`src/pkg/bsdp_pkg.sv`:
```
package bsdp_pkg;
   // register indices; byte address is four times the index
   localparam logic [31:0] IDX_TLEN = 32'hFFFFF36F;
   localparam logic [31:0] IDX_DATA = 32'h0FFFF370;
   localparam logic [31:0] IDX_FSC = 32'hFFFFF371;
   localparam logic [31:0] IDX_CSR = 32'hFFFFF380;
   localparam int DEC_W = 10;

   localparam logic [7:0] TLEN_RST = 8'h01;
   localparam logic [7:0] DATA_RST = 8'h00;
   localparam logic [7:0] FSC_RST = 8'h00;
   localparam logic [7:0] STATUS_TLEN = 8'h01;
   localparam logic [11:0] LOCK_RST = 12'h000;

   localparam logic [3:0] CC_STATUS = 4'h0;
   localparam logic [3:0] CC_LADDR_LO = 4'h4;
   localparam logic [3:0] CC_LADDR_HI = 4'h5;
   localparam logic [3:0] CC_STAT_UNLOCK = 4'h6;

   localparam logic [1:0] FS_SLV_RX = 2'h0;
   localparam logic [1:0] FS_SLV_TX = 2'h1;
   localparam logic [1:0] FS_MST_RX = 2'h2;
   localparam logic [1:0] FS_MST_TX = 2'h3;

   // control/status word bit positions
   localparam int CSR_STATUS_REQUEST_FLAG = 0;
   localparam int CSR_UNDERRUN = 1;
   localparam int CSR_OVERRUN = 2;
   localparam int CSR_NACKERR = 3;
   localparam int CSR_LOCKED = 4;
   localparam int CSR_TXFULL = 5;
   localparam int CSR_RXFULL = 6;
   localparam int CSR_LADDR_LSB = 16;

   localparam logic [1:0] RESP_OKAY = 2'h0;
   localparam logic [1:0] RESP_SLVERR = 2'h2;

   typedef struct packed {
      logic valid;
      logic [3:0] code;
      logic [11:0] master;
   } bsdp_ctrl_t;

   typedef struct packed {
      logic valid;
      logic [7:0] data;
      logic parity_ok;
   } bsdp_byte_t;

   typedef struct packed {
      logic req;
      logic last;
      logic frame_last;
      logic nack;
   } bsdp_txev_t;
endpackage

```
`src/rtl/bsdp_top.sv`:
```
`timescale 1ns/10ps
`default_nettype none
module bsdp_top
   import bsdp_pkg::*;
(
   input wire logic aclk,
   input wire logic aresetn,
   input wire logic [31:0] s_axi_awaddr,
   input wire logic s_axi_awvalid,
   output logic s_axi_awready,
   input wire logic [31:0] s_axi_wdata,
   input wire logic [3:0] s_axi_wstrb,
   input wire logic s_axi_wvalid,
   output logic s_axi_wready,
   output logic [1:0] s_axi_bresp,
   output logic s_axi_bvalid,
   input wire logic s_axi_bready,
   input wire logic [31:0] s_axi_araddr,
   input wire logic s_axi_arvalid,
   output logic s_axi_arready,
   output logic [31:0] s_axi_rdata,
   output logic [1:0] s_axi_rresp,
   output logic s_axi_rvalid,
   input wire logic s_axi_rready,
   input wire bsdp_ctrl_t ctrl_in,
   output logic ctrl_nack,
   input wire logic ack_bit_end,
   input wire logic [11:0] frame_master,
   input wire logic lock_set,
   input wire logic start_evt,
   input wire logic end_evt,
   input wire logic frame_end_evt,
   input wire bsdp_byte_t tlen_rx,
   output logic [7:0] tlen_tx,
   input wire bsdp_txev_t tx_ev,
   input wire logic tx_shift,
   output logic tx_bit,
   input wire bsdp_byte_t rx_in,
   input wire logic broadcast,
   input wire logic rx_frame_last,
   output logic rx_nack,
   input wire logic is_master,
   input wire logic is_tx,
   input wire logic in_len_data,
   input wire logic third_party,
   output logic status_request_flag,
   output logic byte_transfer_irq,
   output logic status_event_irq,
   output logic comm_error_irq,
   output logic combined_event_irq,
   output logic terminate
);
   // ---------------- lock and control-field decision
   logic locked_q, locked_d;
   logic [11:0] lock_addr_q, lock_addr_d;
   wire owner = locked_q && (ctrl_in.master == lock_addr_q);
   wire other = locked_q && (frame_master != lock_addr_q);
   wire c_st = ctrl_in.code == CC_STATUS;
   wire c_lo = ctrl_in.code == CC_LADDR_LO;
   wire c_hi = ctrl_in.code == CC_LADDR_HI;
   wire c_un = ctrl_in.code == CC_STAT_UNLOCK;
   wire c_any = c_st || c_lo || c_hi || c_un;
   wire ack_unl = !locked_q && (c_st || c_un);
   wire nak_unl = !locked_q && (c_lo || c_hi);
   wire ack_own = owner && c_any;
   wire ack_oth = locked_q && !owner && (c_st || c_lo || c_hi);
   wire nak_oth = locked_q && !owner && c_un;
   wire st_acc = ctrl_in.valid && (ack_unl || ack_own || ack_oth);
   wire st_ref = ctrl_in.valid && (nak_unl || nak_oth);
   wire unlock = st_acc && c_un && owner;
   assign ctrl_nack = c_any && (nak_unl || nak_oth);

   always_comb begin
      locked_d = locked_q;
      lock_addr_d = lock_addr_q;
      if (unlock) begin
         locked_d = 1'b0;
      end
      if (lock_set) begin
         locked_d = 1'b1;
         lock_addr_d = frame_master;
      end
   end

   // ---------------- register bus
   logic aw_full_q, w_full_q, bvalid_q, rvalid_q;
   logic [31:0] awaddr_q, wdata_q, rdata_q;
   logic [3:0] wstrb_q;
   logic [1:0] bresp_q, rresp_q;
   wire aw_take = s_axi_awvalid && s_axi_awready;
   wire w_take = s_axi_wvalid && s_axi_wready;
   wire ar_take = s_axi_arvalid && s_axi_arready;
   assign s_axi_awready = !aw_full_q && !bvalid_q;
   assign s_axi_wready = !w_full_q && !bvalid_q;
   assign s_axi_arready = !rvalid_q;
   assign s_axi_bvalid = bvalid_q;
   assign s_axi_bresp = bresp_q;
   assign s_axi_rvalid = rvalid_q;
   assign s_axi_rresp = rresp_q;
   assign s_axi_rdata = rdata_q;
   wire do_wr = aw_full_q && w_full_q;
   wire [DEC_W-1:0] wsel = awaddr_q[DEC_W+1:2];
   wire [DEC_W-1:0] rsel = s_axi_araddr[DEC_W+1:2];
   wire wr_tlen = do_wr && wsel == IDX_TLEN[DEC_W-1:0] && wstrb_q[0];
   wire wr_data = do_wr && wsel == IDX_DATA[DEC_W-1:0] && wstrb_q[0];
   wire wr_csr = do_wr && wsel == IDX_CSR[DEC_W-1:0] && wstrb_q[0];
   wire w_hit = (wsel == IDX_TLEN[DEC_W-1:0])
      || (wsel == IDX_DATA[DEC_W-1:0])
      || (wsel == IDX_CSR[DEC_W-1:0]);
   wire r_tlen = rsel == IDX_TLEN[DEC_W-1:0];
   wire r_data = rsel == IDX_DATA[DEC_W-1:0];
   wire r_fsc = rsel == IDX_FSC[DEC_W-1:0];
   wire r_csr = rsel == IDX_CSR[DEC_W-1:0];
   wire r_hit = r_tlen || r_data || r_fsc || r_csr;
   wire rd_data = ar_take && r_data;

   // ---------------- data path registers
   logic [7:0] tlen_wr_q, tlen_rd_q, tx_hold_q, tx_save_q, tx_sh_q;
   logic [7:0] tx_hold_d, rx_q, fsc_q, fsc_d;
   logic tx_full_q, tx_full_d, rx_full_q, rx_full_d;
   logic stf_q, stf_d, unr_q, unr_d, ovr_q, ovr_d, nke_q, nke_d;
   logic nak_pend_q, reply_q, reply_d;
   logic bti_q, sti_q, eri_q, term_q;
   logic [7:0] tx_sh_d;

   wire [31:0] csr_rd = {4'h0, lock_addr_q, 9'h000, rx_full_q,
      tx_full_q, locked_q, nke_q, ovr_q, unr_q, stf_q};
   wire [31:0] rd_mux = r_tlen ? {24'h0, tlen_rd_q} :
      r_data ? {24'h0, rx_q} :
      r_fsc ? {24'h0, fsc_q} :
      r_csr ? csr_rd : 32'h0;

   // ---------------- transmit
   wire tx_load = tx_ev.req && !tx_ev.nack && tx_full_q;
   wire tx_undr = tx_ev.req && !tx_ev.nack && !tx_full_q;
   wire tx_retx = tx_ev.req && tx_ev.nack;
   wire tx_irq = tx_load && !tx_ev.last && !tx_ev.frame_last;
   wire lad_load = st_acc && (c_lo || c_hi);
   wire [7:0] lad_byte = c_lo ? lock_addr_q[7:0] :
      {lock_addr_q[11:8], 4'h0};
   assign tx_bit = tx_sh_q[7];

   always_comb begin
      tx_sh_d = tx_sh_q;
      if (tx_load) begin
         tx_sh_d = tx_hold_q;
      end else if (tx_retx) begin
         tx_sh_d = tx_save_q;
      end else if (tx_shift) begin
         tx_sh_d = {tx_sh_q[6:0], 1'b0};
      end
   end

   always_comb begin
      tx_hold_d = tx_hold_q;
      tx_full_d = tx_full_q;
      if (tx_load) begin
         tx_full_d = 1'b0;
      end
      if (lad_load) begin
         tx_hold_d = lad_byte;
         tx_full_d = 1'b1;
      end else if (wr_data) begin
         tx_hold_d = wdata_q[7:0];
         tx_full_d = 1'b1;
      end
   end

   // ---------------- receive
   wire rx_good = rx_in.valid && rx_in.parity_ok;
   wire rx_busy = rx_full_q && !rd_data;
   wire rx_store = rx_good && !rx_busy;
   wire rx_ovr = rx_good && rx_busy && broadcast;
   wire rx_refuse = rx_good && rx_busy && !broadcast;
   wire rx_fe_err = rx_refuse && rx_frame_last;
   assign rx_nack = rx_in.valid && rx_busy && !broadcast;

   always_comb begin
      rx_full_d = rx_full_q;
      if (rd_data) begin
         rx_full_d = 1'b0;
      end
      if (rx_store) begin
         rx_full_d = 1'b1;
      end
   end

   // ---------------- flags, set wins over software clear
   wire nak_fire = nak_pend_q && ack_bit_end;
   wire [31:0] clr = wr_csr ? wdata_q : 32'h0;
   always_comb begin
      stf_d = stf_q && !clr[CSR_STATUS_REQUEST_FLAG];
      unr_d = unr_q && !clr[CSR_UNDERRUN];
      ovr_d = ovr_q && !clr[CSR_OVERRUN];
      nke_d = nke_q && !clr[CSR_NACKERR];
      if (st_acc) begin
         stf_d = 1'b1;
      end
      if (tx_undr) begin
         unr_d = 1'b1;
      end
      if (rx_ovr) begin
         ovr_d = 1'b1;
      end
      if (nak_fire || rx_fe_err) begin
         nke_d = 1'b1;
      end
   end

   // ---------------- interrupt events
   wire se_ok = (start_evt || end_evt) && !other;
   wire ev_sta = st_acc || se_ok || frame_end_evt;
   wire ev_err = tx_undr || rx_ovr || nak_fire || rx_fe_err;
   wire ev_byte = tx_irq || rx_store;
   wire ev_any = ev_sta || ev_err || ev_byte;

   wire [1:0] fstate = is_master ?
      ((in_len_data && !is_tx) ? FS_MST_RX : FS_MST_TX) :
      ((in_len_data && is_tx) ? FS_SLV_TX : FS_SLV_RX);

   always_comb begin
      fsc_d = fsc_q;
      if (ev_any) begin
         fsc_d = third_party ? FSC_RST : {6'h00, fstate};
      end
   end

   always_comb begin
      reply_d = reply_q;
      if (end_evt || term_q) begin
         reply_d = 1'b0;
      end
      if (st_acc) begin
         reply_d = 1'b1;
      end
   end
   assign tlen_tx = reply_q ? STATUS_TLEN : tlen_wr_q;

   assign status_request_flag = stf_q;
   assign byte_transfer_irq = bti_q;
   assign status_event_irq = sti_q;
   assign comm_error_irq = eri_q;
   assign combined_event_irq = sti_q || eri_q;
   assign terminate = term_q;

   // ---------------- bus slave state
   always_ff @(posedge aclk) begin
      if (!aresetn) begin
         aw_full_q <= 1'b0;
         w_full_q <= 1'b0;
         bvalid_q <= 1'b0;
         bresp_q <= RESP_OKAY;
         awaddr_q <= 32'h0;
         wdata_q <= 32'h0;
         wstrb_q <= 4'h0;
      end else begin
         if (aw_take) begin
            aw_full_q <= 1'b1;
            awaddr_q <= s_axi_awaddr;
         end
         if (w_take) begin
            w_full_q <= 1'b1;
            wdata_q <= s_axi_wdata;
            wstrb_q <= s_axi_wstrb;
         end
         if (do_wr) begin
            aw_full_q <= 1'b0;
            w_full_q <= 1'b0;
            bvalid_q <= 1'b1;
            bresp_q <= w_hit ? RESP_OKAY : RESP_SLVERR;
         end else if (bvalid_q && s_axi_bready) begin
            bvalid_q <= 1'b0;
         end
      end
   end

   always_ff @(posedge aclk) begin
      if (!aresetn) begin
         rvalid_q <= 1'b0;
         rdata_q <= 32'h0;
         rresp_q <= RESP_OKAY;
      end else if (ar_take) begin
         rvalid_q <= 1'b1;
         rdata_q <= rd_mux;
         rresp_q <= r_hit ? RESP_OKAY : RESP_SLVERR;
      end else if (rvalid_q && s_axi_rready) begin
         rvalid_q <= 1'b0;
      end
   end

   // ---------------- block state
   always_ff @(posedge aclk) begin
      if (!aresetn) begin
         tlen_wr_q <= TLEN_RST;
         tlen_rd_q <= TLEN_RST;
      end else begin
         if (wr_tlen) begin
            tlen_wr_q <= wdata_q[7:0];
         end
         if (tlen_rx.valid && tlen_rx.parity_ok) begin
            tlen_rd_q <= tlen_rx.data;
         end
      end
   end

   always_ff @(posedge aclk) begin
      if (!aresetn) begin
         tx_hold_q <= DATA_RST;
         tx_full_q <= 1'b0;
         tx_sh_q <= DATA_RST;
         tx_save_q <= DATA_RST;
      end else begin
         tx_hold_q <= tx_hold_d;
         tx_full_q <= tx_full_d;
         tx_sh_q <= tx_sh_d;
         if (tx_load) begin
            tx_save_q <= tx_hold_q;
         end
      end
   end

   always_ff @(posedge aclk) begin
      if (!aresetn) begin
         rx_q <= DATA_RST;
         rx_full_q <= 1'b0;
      end else begin
         rx_full_q <= rx_full_d;
         if (rx_store) begin
            rx_q <= rx_in.data;
         end
      end
   end

   always_ff @(posedge aclk) begin
      if (!aresetn) begin
         locked_q <= 1'b0;
         lock_addr_q <= LOCK_RST;
         stf_q <= 1'b0;
         unr_q <= 1'b0;
         ovr_q <= 1'b0;
         nke_q <= 1'b0;
         fsc_q <= FSC_RST;
         reply_q <= 1'b0;
      end else begin
         locked_q <= locked_d;
         lock_addr_q <= lock_addr_d;
         stf_q <= stf_d;
         unr_q <= unr_d;
         ovr_q <= ovr_d;
         nke_q <= nke_d;
         fsc_q <= fsc_d;
         reply_q <= reply_d;
      end
   end

   always_ff @(posedge aclk) begin
      if (!aresetn) begin
         nak_pend_q <= 1'b0;
         bti_q <= 1'b0;
         sti_q <= 1'b0;
         eri_q <= 1'b0;
         term_q <= 1'b0;
      end else begin
         if (st_ref) begin
            nak_pend_q <= 1'b1;
         end else if (ack_bit_end) begin
            nak_pend_q <= 1'b0;
         end
         bti_q <= ev_byte;
         sti_q <= ev_sta;
         eri_q <= ev_err;
         term_q <= nak_fire || tx_undr;
      end
   end
endmodule
`default_nettype wire

```
`config.mk`:
```
export PLATFORM = sky130hd
export DESIGN_NAME = bsdp_top
export DESIGN_NICKNAME = d
export VERILOG_FILES = /design/src/pkg/bsdp_pkg.sv /design/src/rtl/bsdp_top.sv
export SDC_FILE = /design/constraint.sdc
export NUM_CORES = 1
export LEC_CHECK = 0
export ABC_AREA = 1
export BUFFER_PORTS_ARGS = -buffer_cell sky130_fd_sc_hd__buf_2
export CORE_UTILIZATION = 48
export DETAILED_ROUTE_END_ITERATION = 6
export GPL_TIMING_DRIVEN = 1
export PLACE_DENSITY_LB_ADDON = 0.3
export SETUP_SLACK_MARGIN = 0.15
export SLEW_MARGIN = 20
export SYNTH_ARGS = -nofsm -noshare
export SYNTH_HDL_FRONTEND = slang
export SYNTH_SLANG_ARGS = --single-unit
```
`constraint.sdc`:
```
create_clock -name aclk -period 1.89 [get_ports aclk]
set_input_delay 0.378 -clock aclk [delete_from_list [all_inputs] [get_ports aclk]]
set_output_delay 0.378 -clock aclk [all_outputs]
set_load 0.02 [all_outputs]
```
==> qor.yml, run 1 <==
ys_seq_area_share_pct: 43.4
final_nets: 1139
r2r-start: "lock_addr_q[2]"
grt-ovfl-total: 0
fill_cells: 995
tightest_slew_ns: 0.628
die_width_um: 109
dpl_worst_slack_ns: 0.0681
synthXorXnorAreaFrac_pct: 2.37
hold_viol_final: 0
r2r.worst_path.cells: 13
drc: 0
io_buffers: 144
wl_mm: 14.4
synthCells: 800
hold_class: "primary input to register"
synth_compound_area_share_pct: 19.1
setup_slack_ns: -0.0199
start_util_pct: 50.2
vias_per_cell: 4.99
vias: 5593
grt_pass1_wl_mm: 22.4
drtIter0Drc: 249
area_growth_pct: 31.1
synth.distinct_cells: 33
tritoncts: "built"
finalSetupViolations: 1
slew-limit-headroom_pct: 58.1
rsz0062_at_grt: "yes"
synth.area.top_cells: "dfxtp_1 (43%), nand2_1 (12%), o21ai_0 (8.5%), a21oi_1 (8.0%), nor2_1 (7.1%)"
synth_top_cell_by_area: "dfxtp_1"
required_ns: 1.51
dp_hpwl_mm: 10.1
row_count: 38
drive_above_1_share_pct: 26.6
worstReg2RegEnd: "tx_hold_q[1]"
avgRoutedWirePerCell_um: 12.8
fp.dieH_um: 109
gp_congestion: 0.830
netlist_area_sq_mm: 0.00553
fmax_mhz: 524
violations: "negative setup slack"
startpoint_type: "register"
antenna_found_initial: 0
synth_top_area_share_pct: 43.4
fp.dieArea_sq_mm: 0.0120
clk_path_buf_depth: 2
report.final.slew_viol_count: 0
yosys_warnings: 0
ys_ff_latch: 120
diodes: 0
final_common_cell: "nand2_1"
first_global_vias: 4951
power_density_mw_per_mm2: 930
synth_top_family_by_area: "simple AND/OR/NAND/NOR gates"
vdd.ir_drop.worst_v: 0.000636
clk_latency_ns: 0.41
core_area_sq_mm: 0.0110
worstSetupEndpointType: "output port"
numClockSinks: 120
cap_violations: 0
period_share_pct: 101
cp_max_fo: 3
power_mw: 6.74
synthAdderAreaFrac_pct: 0
worst_ep_arrival_time_ns: 1.53
fin_skew_ns: 0.00936
fin_crit_ns: 1.91
antenna_left: 0
crit_path_end: "ctrl_nack"
path_class: "register to output port"
leakage_nw: 3.38
status: "finished, violations left"
clk_pin_slew_ns: 0.06
reg2reg_slack_ns: 0.10
pin_count: 230
synthSimpleGateAreaFrac_pct: 24.4
grt_max_degree: 43
crit_path_start: "lock_addr_q[2]"
htreeDepth: 4
root_buffer: "clkbuf_16"
dr.pass1.iters: 7
synth_area_per_cell_sq_um: 6.92
numCtsBuffers: 17
synth.area.mux_share_pct: 0
final_cell_mix: "nand2_1 (167), buf_2 (142), dfxtp_1 (107)"
grt.total_usage_pct: 24.4
## stage by stage
step / hold WS, ns / cells / TNS (ns) / util (%) / cell area [sq um]
floorplan: 0.439 / 813 / 0 / - / 5580
global placement: 0.447 / 1071 / 0 / 57.9 / 6390
detailed placement: 0.452 / 1071 / 0 / 57.9 / 6390
CTS: 0.160 / 1110 / 0 / 64.2 / 7080
global route: 0.148 / 1120 / -0.510 / 65.7 / 7250
finish: 0.168 / 1120 / -0.0199 / 65.7 / 7250
## how the worst min path moves through the flow
stage,from,endpoint,slack (ns),cells past startpoint
finish,tlen_rx[1],tlen_rd_q[0],0.17,3
global route,s_axi_bready,s_axi_bvalid,0.15,2
CTS,tlen_rx[1],tlen_rd_q[0],0.16,3
detailed placement,rx_q[0],rx_q[0],0.45,2
global placement,rx_q[3],rx_q[3],0.45,2
floorplan,tlen_wr_q[0],tlen_wr_q[0],0.44,2
## power by group
| part | switching [mW] | total (mW) | internal, mW |
|---|---|---|---|
| sequential | 0.0822 | 2.75 | 2.67 |
| combinational | 0.498 | 0.818 | 0.320 |
| clock | 1.14 | 3.18 | 2.04 |
| total | 1.72 | 6.74 | 5.02 |
## Yosys cell counts
master / count
a21oi_1: 88
a31oi_1: 9
and3_1: 1
buf_1: 2
buf_2: 4
buf_4: 14
clkbuf_1: 21
conb_1: 1
dfxtp_1: 120
inv_1: 93
inv_2: 8
nand2_1: 170
nand2_4: 1
nand3_1: 14
nand3_2: 4
nand3b_1: 1
nand4_1: 6
nand4_2: 2
nand4_4: 1
nor2_1: 104
nor2_2: 3
nor2_4: 2
nor3_1: 3
nor4_1: 3
o211ai_1: 1
o21a_1: 1
o21ai_0: 94
o21bai_1: 7
o22ai_1: 1
o31ai_1: 1
o41ai_1: 1
or2_2: 4
xnor2_1: 15
## metal layers
metal,part of all wire (%),global-route usage [%]
met3,5.2,6.11
met2,48,41.2
met1,45,30.3
met4,1.6,8.19
met5,0,0
## layout make-up
cell class	count	area, sq um	share of cell area [%]
multi-input combinational	553	2700	37.2
timing repair buffer	174	971	13.4
clock buffer	21	470	6.49
inverter	101	383	5.28
tap	140	175	2.42
sequential	120	2430	33.6
clock inverter	11	123	1.69
## critical path, stage by stage, from the launching register on
cell and delay, ns:
dfxtp_2 0.33, inv_2 0.06, nand2_1 0.06, nand2_1 0.08, nand2_2 0.07, nor2_4 0.13
nand3_2 0.10, nand2_2 0.09, o22ai_4 0.07, buf_6 0.14
## logic make-up after synthesis
| kind of cell | Yosys count |
|---|---|
| AO/OA/AOI/OAI | 203 |
| AND/OR/NAND/NOR | 319 |
| XOR/XNOR | 15 |
| buffers and inverters | 142 |
| other | 1 |
| flip-flops | 120 |
## what timing repair did
action | CTS | global route
pin swaps | 8 | 15
setup endpoints to repair | 2 | 18
endpoints found under the hold margin | 0 | 0
buffers inserted | 7 | 8
hold buffers | 0 | 0
resized for setup | 22 | 26
cloned | 0 | 2
## state kept, by name, indices dropped and copies added (netlist names), 2 cells and up
signal       cells
tlen_rd_q        8
wdata_q          8
rx_q             8
lock_addr_q     12
awaddr_q        10
tx_save_q        8
tx_hold_q        8
fsc_q            2
tlen_wr_q        8
s_axi_rdata     20
tx_sh_q          8
Power figures use the tool's default switching activity.
==> run 2: changes to the inputs <==
Settings changed: CORE_UTILIZATION 48 to 50, CTS_BUF_LIST set to sky130_fd_sc_hd__clkbuf_4 sky130_fd_sc_hd__clkbuf_8.
==> run 2 against run 1 <==
The flow still finishes with violations (negative setup slack). Setup slack got worse by 0.052 ns. Sequential cell count did not move. Die area fell by 3.9%. Critical path type unchanged. Largest power group is now registers. Final cell count rose by 0.54%. Power fell by 6.5%. Global-route usage fell by 0.29 points. First-iteration DRC count rose by 34%. Highest routed layer unchanged. Combinational power rose by 3.3%. Wire length barely moved. Fmax fell by 2.7%. Core utilization rose by 1.2 points.
==> qor.yml, run 2 (synthesis results as in run 1) <==
status: "finished, violations left"
violations: "negative setup slack"
period_share_pct: 104
final_common_cell: "nand2_1"
rsz0062_at_grt: "yes"
multi_input_area_sq_mm: 0.00272
first_global_vias: 4800
start_util_pct: 51.3
crit_path_start: "lock_addr_q[3]"
fmax_mhz: 510
comb_power_share_pct: 13.4
vias_per_cell: 5.03
largest_reg_flops: 20
finalSetupViolations: 6
regArea_sq_mm: 0.00244
die_width_um: 107
min_from: "s_axi_bready"
switching_power_mw: 1.68
area_growth_pct: 30.6
power_mw: 6.31
final_nets: 1145
worstSetupEndpointType: "output port"
numCtsBuffers: 17
grt_max_degree: 48
io_buffers: 144
hold_class: "primary input to register"
internal-power_mw: 4.63
grt-ovfl-total: 0
cap_violations: 0
startpoint_type: "register"
fin_skew_ns: 0.0145
antenna_left: 0
htreeDepth: 4
dr.pass1.iters: 5
vias: 5662
seqPwrFrac_pct: 43.5
report.final.slew_viol_count: 0
grt_pass1_wl_mm: 21.8
leakage_nw: 3.38
setup_slack_ns: -0.0721
clk_latency_ns: 0.43
antenna_found_initial: 0
clk_path_buf_depth: 2
core_area_sq_mm: 0.0108
cp_max_fo: 3
drc: 0
finalSetupTns_ns: -0.115
path_class: "register to output port"
final_cell_mix: "nand2_1 (155), buf_2 (142), dfxtp_1 (107)"
fin_crit_ns: 1.96
avgRoutedWirePerCell_um: 12.8
grt.total_usage_pct: 24.1
tightest_slew_ns: 0.649
clk_pin_slew_ns: 0.08
pin_count: 230
netSwitchingFraction_pct: 26.6
numClockSinks: 120
power_density_mw_per_mm2: 873
diodes: 0
fill_cells: 964
slew-limit-headroom_pct: 56.7
tritoncts: "built"
wl_mm: 14.4
drtIter0Drc: 333
drive_above_1_share_pct: 28.2
fp.dieH_um: 107
row_count: 38
dp_hpwl_mm: 10.0
clkPwrFrac_pct: 43.2
reg2reg_slack_ns: -0.02
root_buffer: "clkbuf_8"
r2r-start: "lock_addr_q[3]"
hold_viol_final: 0
worst_ep_arrival_time_ns: 1.58
gp_congestion: 0.855
fp.dieArea_sq_mm: 0.0115
vdd.ir_drop.worst_v: 0.000494
required_ns: 1.51
[run 2: power by group through the flow]
stage	Combinational, mW	Clock (mW)	Sequential, mW
after floorplan	0.470	0	2.81
after global placement	0.742	0	2.80
after detailed placement	0.754	0	2.80
after CTS	0.786	2.75	2.74
after global routing	0.936	2.87	2.76
final	0.845	2.72	2.74
[run 2: worst max-delay path, cell delays in order, from the launching register on]
cell     delay (ns)
dfxtp_4        0.36
xnor2_2        0.14
nand2_2        0.09
nor2_4         0.14
nand3_2        0.11
nand2_2        0.09
o22ai_4        0.08
buf_6          0.14
[run 2: layout make-up]
class                           instances  share of cell area, %
Clock buffer                           19                   3.53
Clock inverter                         13                   3.00
Inverter                              101                   5.37
Multi-Input combinational cell        553                   37.6
Sequential cell                       120                   33.8
Tap cell                              140                   2.42
Timing Repair Buffer                  180                   14.3
[run 2: layer usage]
| layer | up-vias | share of wire (%) | global-route usage [%] |
|---|---|---|---|
| li1 | 2888 | - | - |
| met3 | 22 | 5.6 | 5.29 |
| met1 | 2567 | 44 | 30.4 |
| met5 | - | 0 | 0 |
| met2 | 185 | 48 | 40.0 |
| met4 | 0 | 1.8 | 9.30 |
[run 2: worst paths after layout]
check | to | cells past startpoint
min reg2reg | rx_q[5] | 2
max | ctrl_nack | 7
max reg2reg | tx_hold_q[6] | 12
min | s_axi_bvalid | 2
[run 2: what timing repair did]
action / in CTS / in global routing
cloned: 0 / 2
hold buffers: 0 / 0
buffers inserted: 9 / 13
endpoints found under the setup margin: 3 / 22
pin swaps: 9 / 19
resized for setup: 29 / 33
hold endpoints to repair: 0 / 0
[run 2: through the flow]
step	setup WS, ns	instance area [sq um]	hold slack, ns	cells	utilization (%)
floorplan	0.374	5580	0.439	813	-
global placement	0.129	6400	0.448	1070	59.3
detailed placement	0.104	6400	0.451	1070	59.3
CTS	-0.0456	7000	0.118	1111	64.9
global route	-0.165	7220	0.114	1126	66.9
finish	-0.0721	7220	0.138	1126	66.9
==> run 3: changes to the inputs <==
Settings changed: CORE_UTILIZATION 50 to 45, GPL_TIMING_DRIVEN 1 to 0.
==> run 3 against run 2 <==
The run still ends with negative setup slack left. Setup slack lost 0.0027 ns. Sequential share of layout area shrank 1.1 points. Power grew 7.2%. Register-to-register slack is essentially flat. Fmax shrank 0.14%. Sequential cell count is the same. Wire length grew 10%. Combinational power grew 7.7%. First-iteration DRC count grew 17%. Die area grew 11%. Cell area grew 3.8%. Final cell count grew 3.6%. Largest cell class unchanged.
==> qor.yml, run 3 (synthesis results as in run 1) <==
power_mw: 6.76
dr.pass1.iters: 5
status: "finished, violations left"
numCtsBuffers: 17
globalRouteMet2Util_pct: 42.5
required_ns: 1.51
postLayoutCellArea_sq_mm: 0.00750
setup_slack_ns: -0.0748
worst-path-buf-inv: 2
clk_pin_slew_ns: 0.08
die_width_um: 113
dp.cells: 1103
pin_count: 230
wl_mm: 15.9
gp_congestion: 0.863
cap_violations: 0
fin_cells: 1166
switching_power_mw: 1.66
grt_max_degree: 17
worstSetupEndpointType: "output port"
diodes: 0
grt.total_usage_pct: 25.0
first_global_vias: 5360
drtIter0Drc: 391
largest_reg_flops: 20
hold-worst-slack_ns: 0.126
place_area_sq_mm: 0.00648
area_growth_pct: 35.6
fp.dieH_um: 113
dp_hpwl_mm: 11.1
r2r-start: "lock_addr_q[8]"
fin_skew_ns: 0.0118
antenna_left: 0
root_buffer: "clkbuf_8"
seqPwrFrac_pct: 40.5
vdd.ir_drop.worst_v: 0.000428
htreeDepth: 4
period_share_pct: 104
fmax_mhz: 509
crit_path_end: "ctrl_nack"
core_area_sq_mm: 0.0120
final_nets: 1178
drc: 0
comb_power_share_pct: 13.5
vias: 5856
internal-power_mw: 5.10
hold_class: "primary input to register"
start_util_pct: 46.1
clk_path_buf_depth: 2
dpl_worst_slack_ns: -0.120
grt-ovfl-total: 0
worstReg2RegEnd: "tx_hold_q[5]"
final_util_pct: 62.5
vias_per_cell: 5.02
grt_pass1_wl_mm: 24.9
crit_path_start: "lock_addr_q[8]"
finalSetupTns_ns: -0.105
violations: "negative setup slack"
leakage_nw: 3.54
fin_crit_ns: 1.96
finalSetupViolations: 3
worst_ep_arrival_time_ns: 1.59
global_route.peak_usage_layer: "met2"
crit_top_cell: "nand2_2"
path_cells: "inv_2, nand2_2, nand2_2, nand2_2, nor2_4, nand3_2, nand2_2, o22ai_4, buf_6"
io_buffers: 143
antenna_found_initial: 1
report.final.slew_viol_count: 0
clk_latency_ns: 0.44
slew-limit-headroom_pct: 60.3
crit_cells: 9
hold_viol_final: 0
fp.dieArea_sq_mm: 0.0127
cp_max_fo: 4
final_common_cell: "nand2_1"
startpoint_type: "register"
use_met3_pct: 5.95
power_density_mw_per_mm2: 901
clkPwrFrac_pct: 46.1
netSwitchingFraction_pct: 24.6
path_class: "register to output port"
drive_above_1_share_pct: 28.8
crit_family: "simple AND/OR/NAND/NOR gates"
tightest_slew_ns: 0.595
use_met1_pct: 30.3
rsz0062_at_grt: "yes"
avgRoutedWirePerCell_um: 13.6
tritoncts: "built"
reg2reg_slack_ns: -0.02
critPathMaxStageDelay_ns: 0.36
final_cell_mix: "nand2_1 (156), buf_2 (143), dfxtp_1 (107)"
r2r.worst_path.cells: 14
slowest_stage: "dfxtp_4"
row_count: 40
numClockSinks: 120
run 3: cell types whose count changed in the layout (fill, tap and decap cells not counted), moves of 3 or more:
| cell | previous run | this run |
|---|---|---|
| xnor2_1 | 14 | 11 |
| bufinv_16 | 5 | 8 |
| xnor2_2 | 1 | 4 |
| dfxtp_4 | 8 | 12 |
| clkinvlp_4 | 4 | 0 |
| clkbuf_1 | 0 | 19 |
| dfxtp_2 | 5 | 1 |
| inv_6 | 3 | 0 |
| clkbuf_8 | 18 | 21 |
| buf_4 | 33 | 41 |
run 3: layout make-up:
class / count / area [sq um]
plain buffers: 41 / 225
clock buffers: 20 / 275
clock inverters: 12 / 268
fillers: 1108 / 4510
inverters: 101 / 382
multi-input cells: 553 / 2750
flip-flops and latches: 120 / 2450
well taps: 147 / 184
repair buffers: 172 / 972
run 3: worst min-delay path by stage:
| stage | startpoint | slack [ns] | cells after the start | endpoint |
|---|---|---|---|---|
| floorplan | tlen_wr_q[0] | 0.44 | 2 | tlen_wr_q[0] |
| global placement | rx_q[5] | 0.45 | 2 | rx_q[5] |
| detailed placement | tx_save_q[3] | 0.45 | 2 | tx_save_q[3] |
| CTS | lock_set | 0.11 | 2 | lock_addr_q[1] |
| global route | lock_set | 0.11 | 2 | lock_addr_q[1] |
| finish | lock_set | 0.13 | 2 | lock_addr_q[1] |
run 3: power by group through the flow:
| stage | clock, mW | sequential, mW | combinational [mW] |
|---|---|---|---|
| after floorplan | 0 | 2.81 | 0.470 |
| after global placement | 0 | 2.80 | 0.761 |
| after detailed placement | 0 | 2.80 | 0.771 |
| after CTS | 3.13 | 2.74 | 0.852 |
| after global routing | 3.25 | 2.75 | 1.01 |
| final | 3.11 | 2.74 | 0.910 |
run 3: timing repair:
action,4_1_cts,5_1_grt
setup buffers,18,11
endpoints found under the setup margin,18,31
hold buffers,0,0
pin swaps,20,17
resized for setup,49,31
cloned,2,0
run 3: layer usage:
metal | vias to the layer above | routed length [um] | part of all wire, %
met3 | 38 | 899 | 5.7
met5 | - | 11 | 0.069
li1 | 2964 | - | -
met1 | 2660 | 6990 | 44
met2 | 192 | 7570 | 48
met4 | 2 | 416 | 2.6
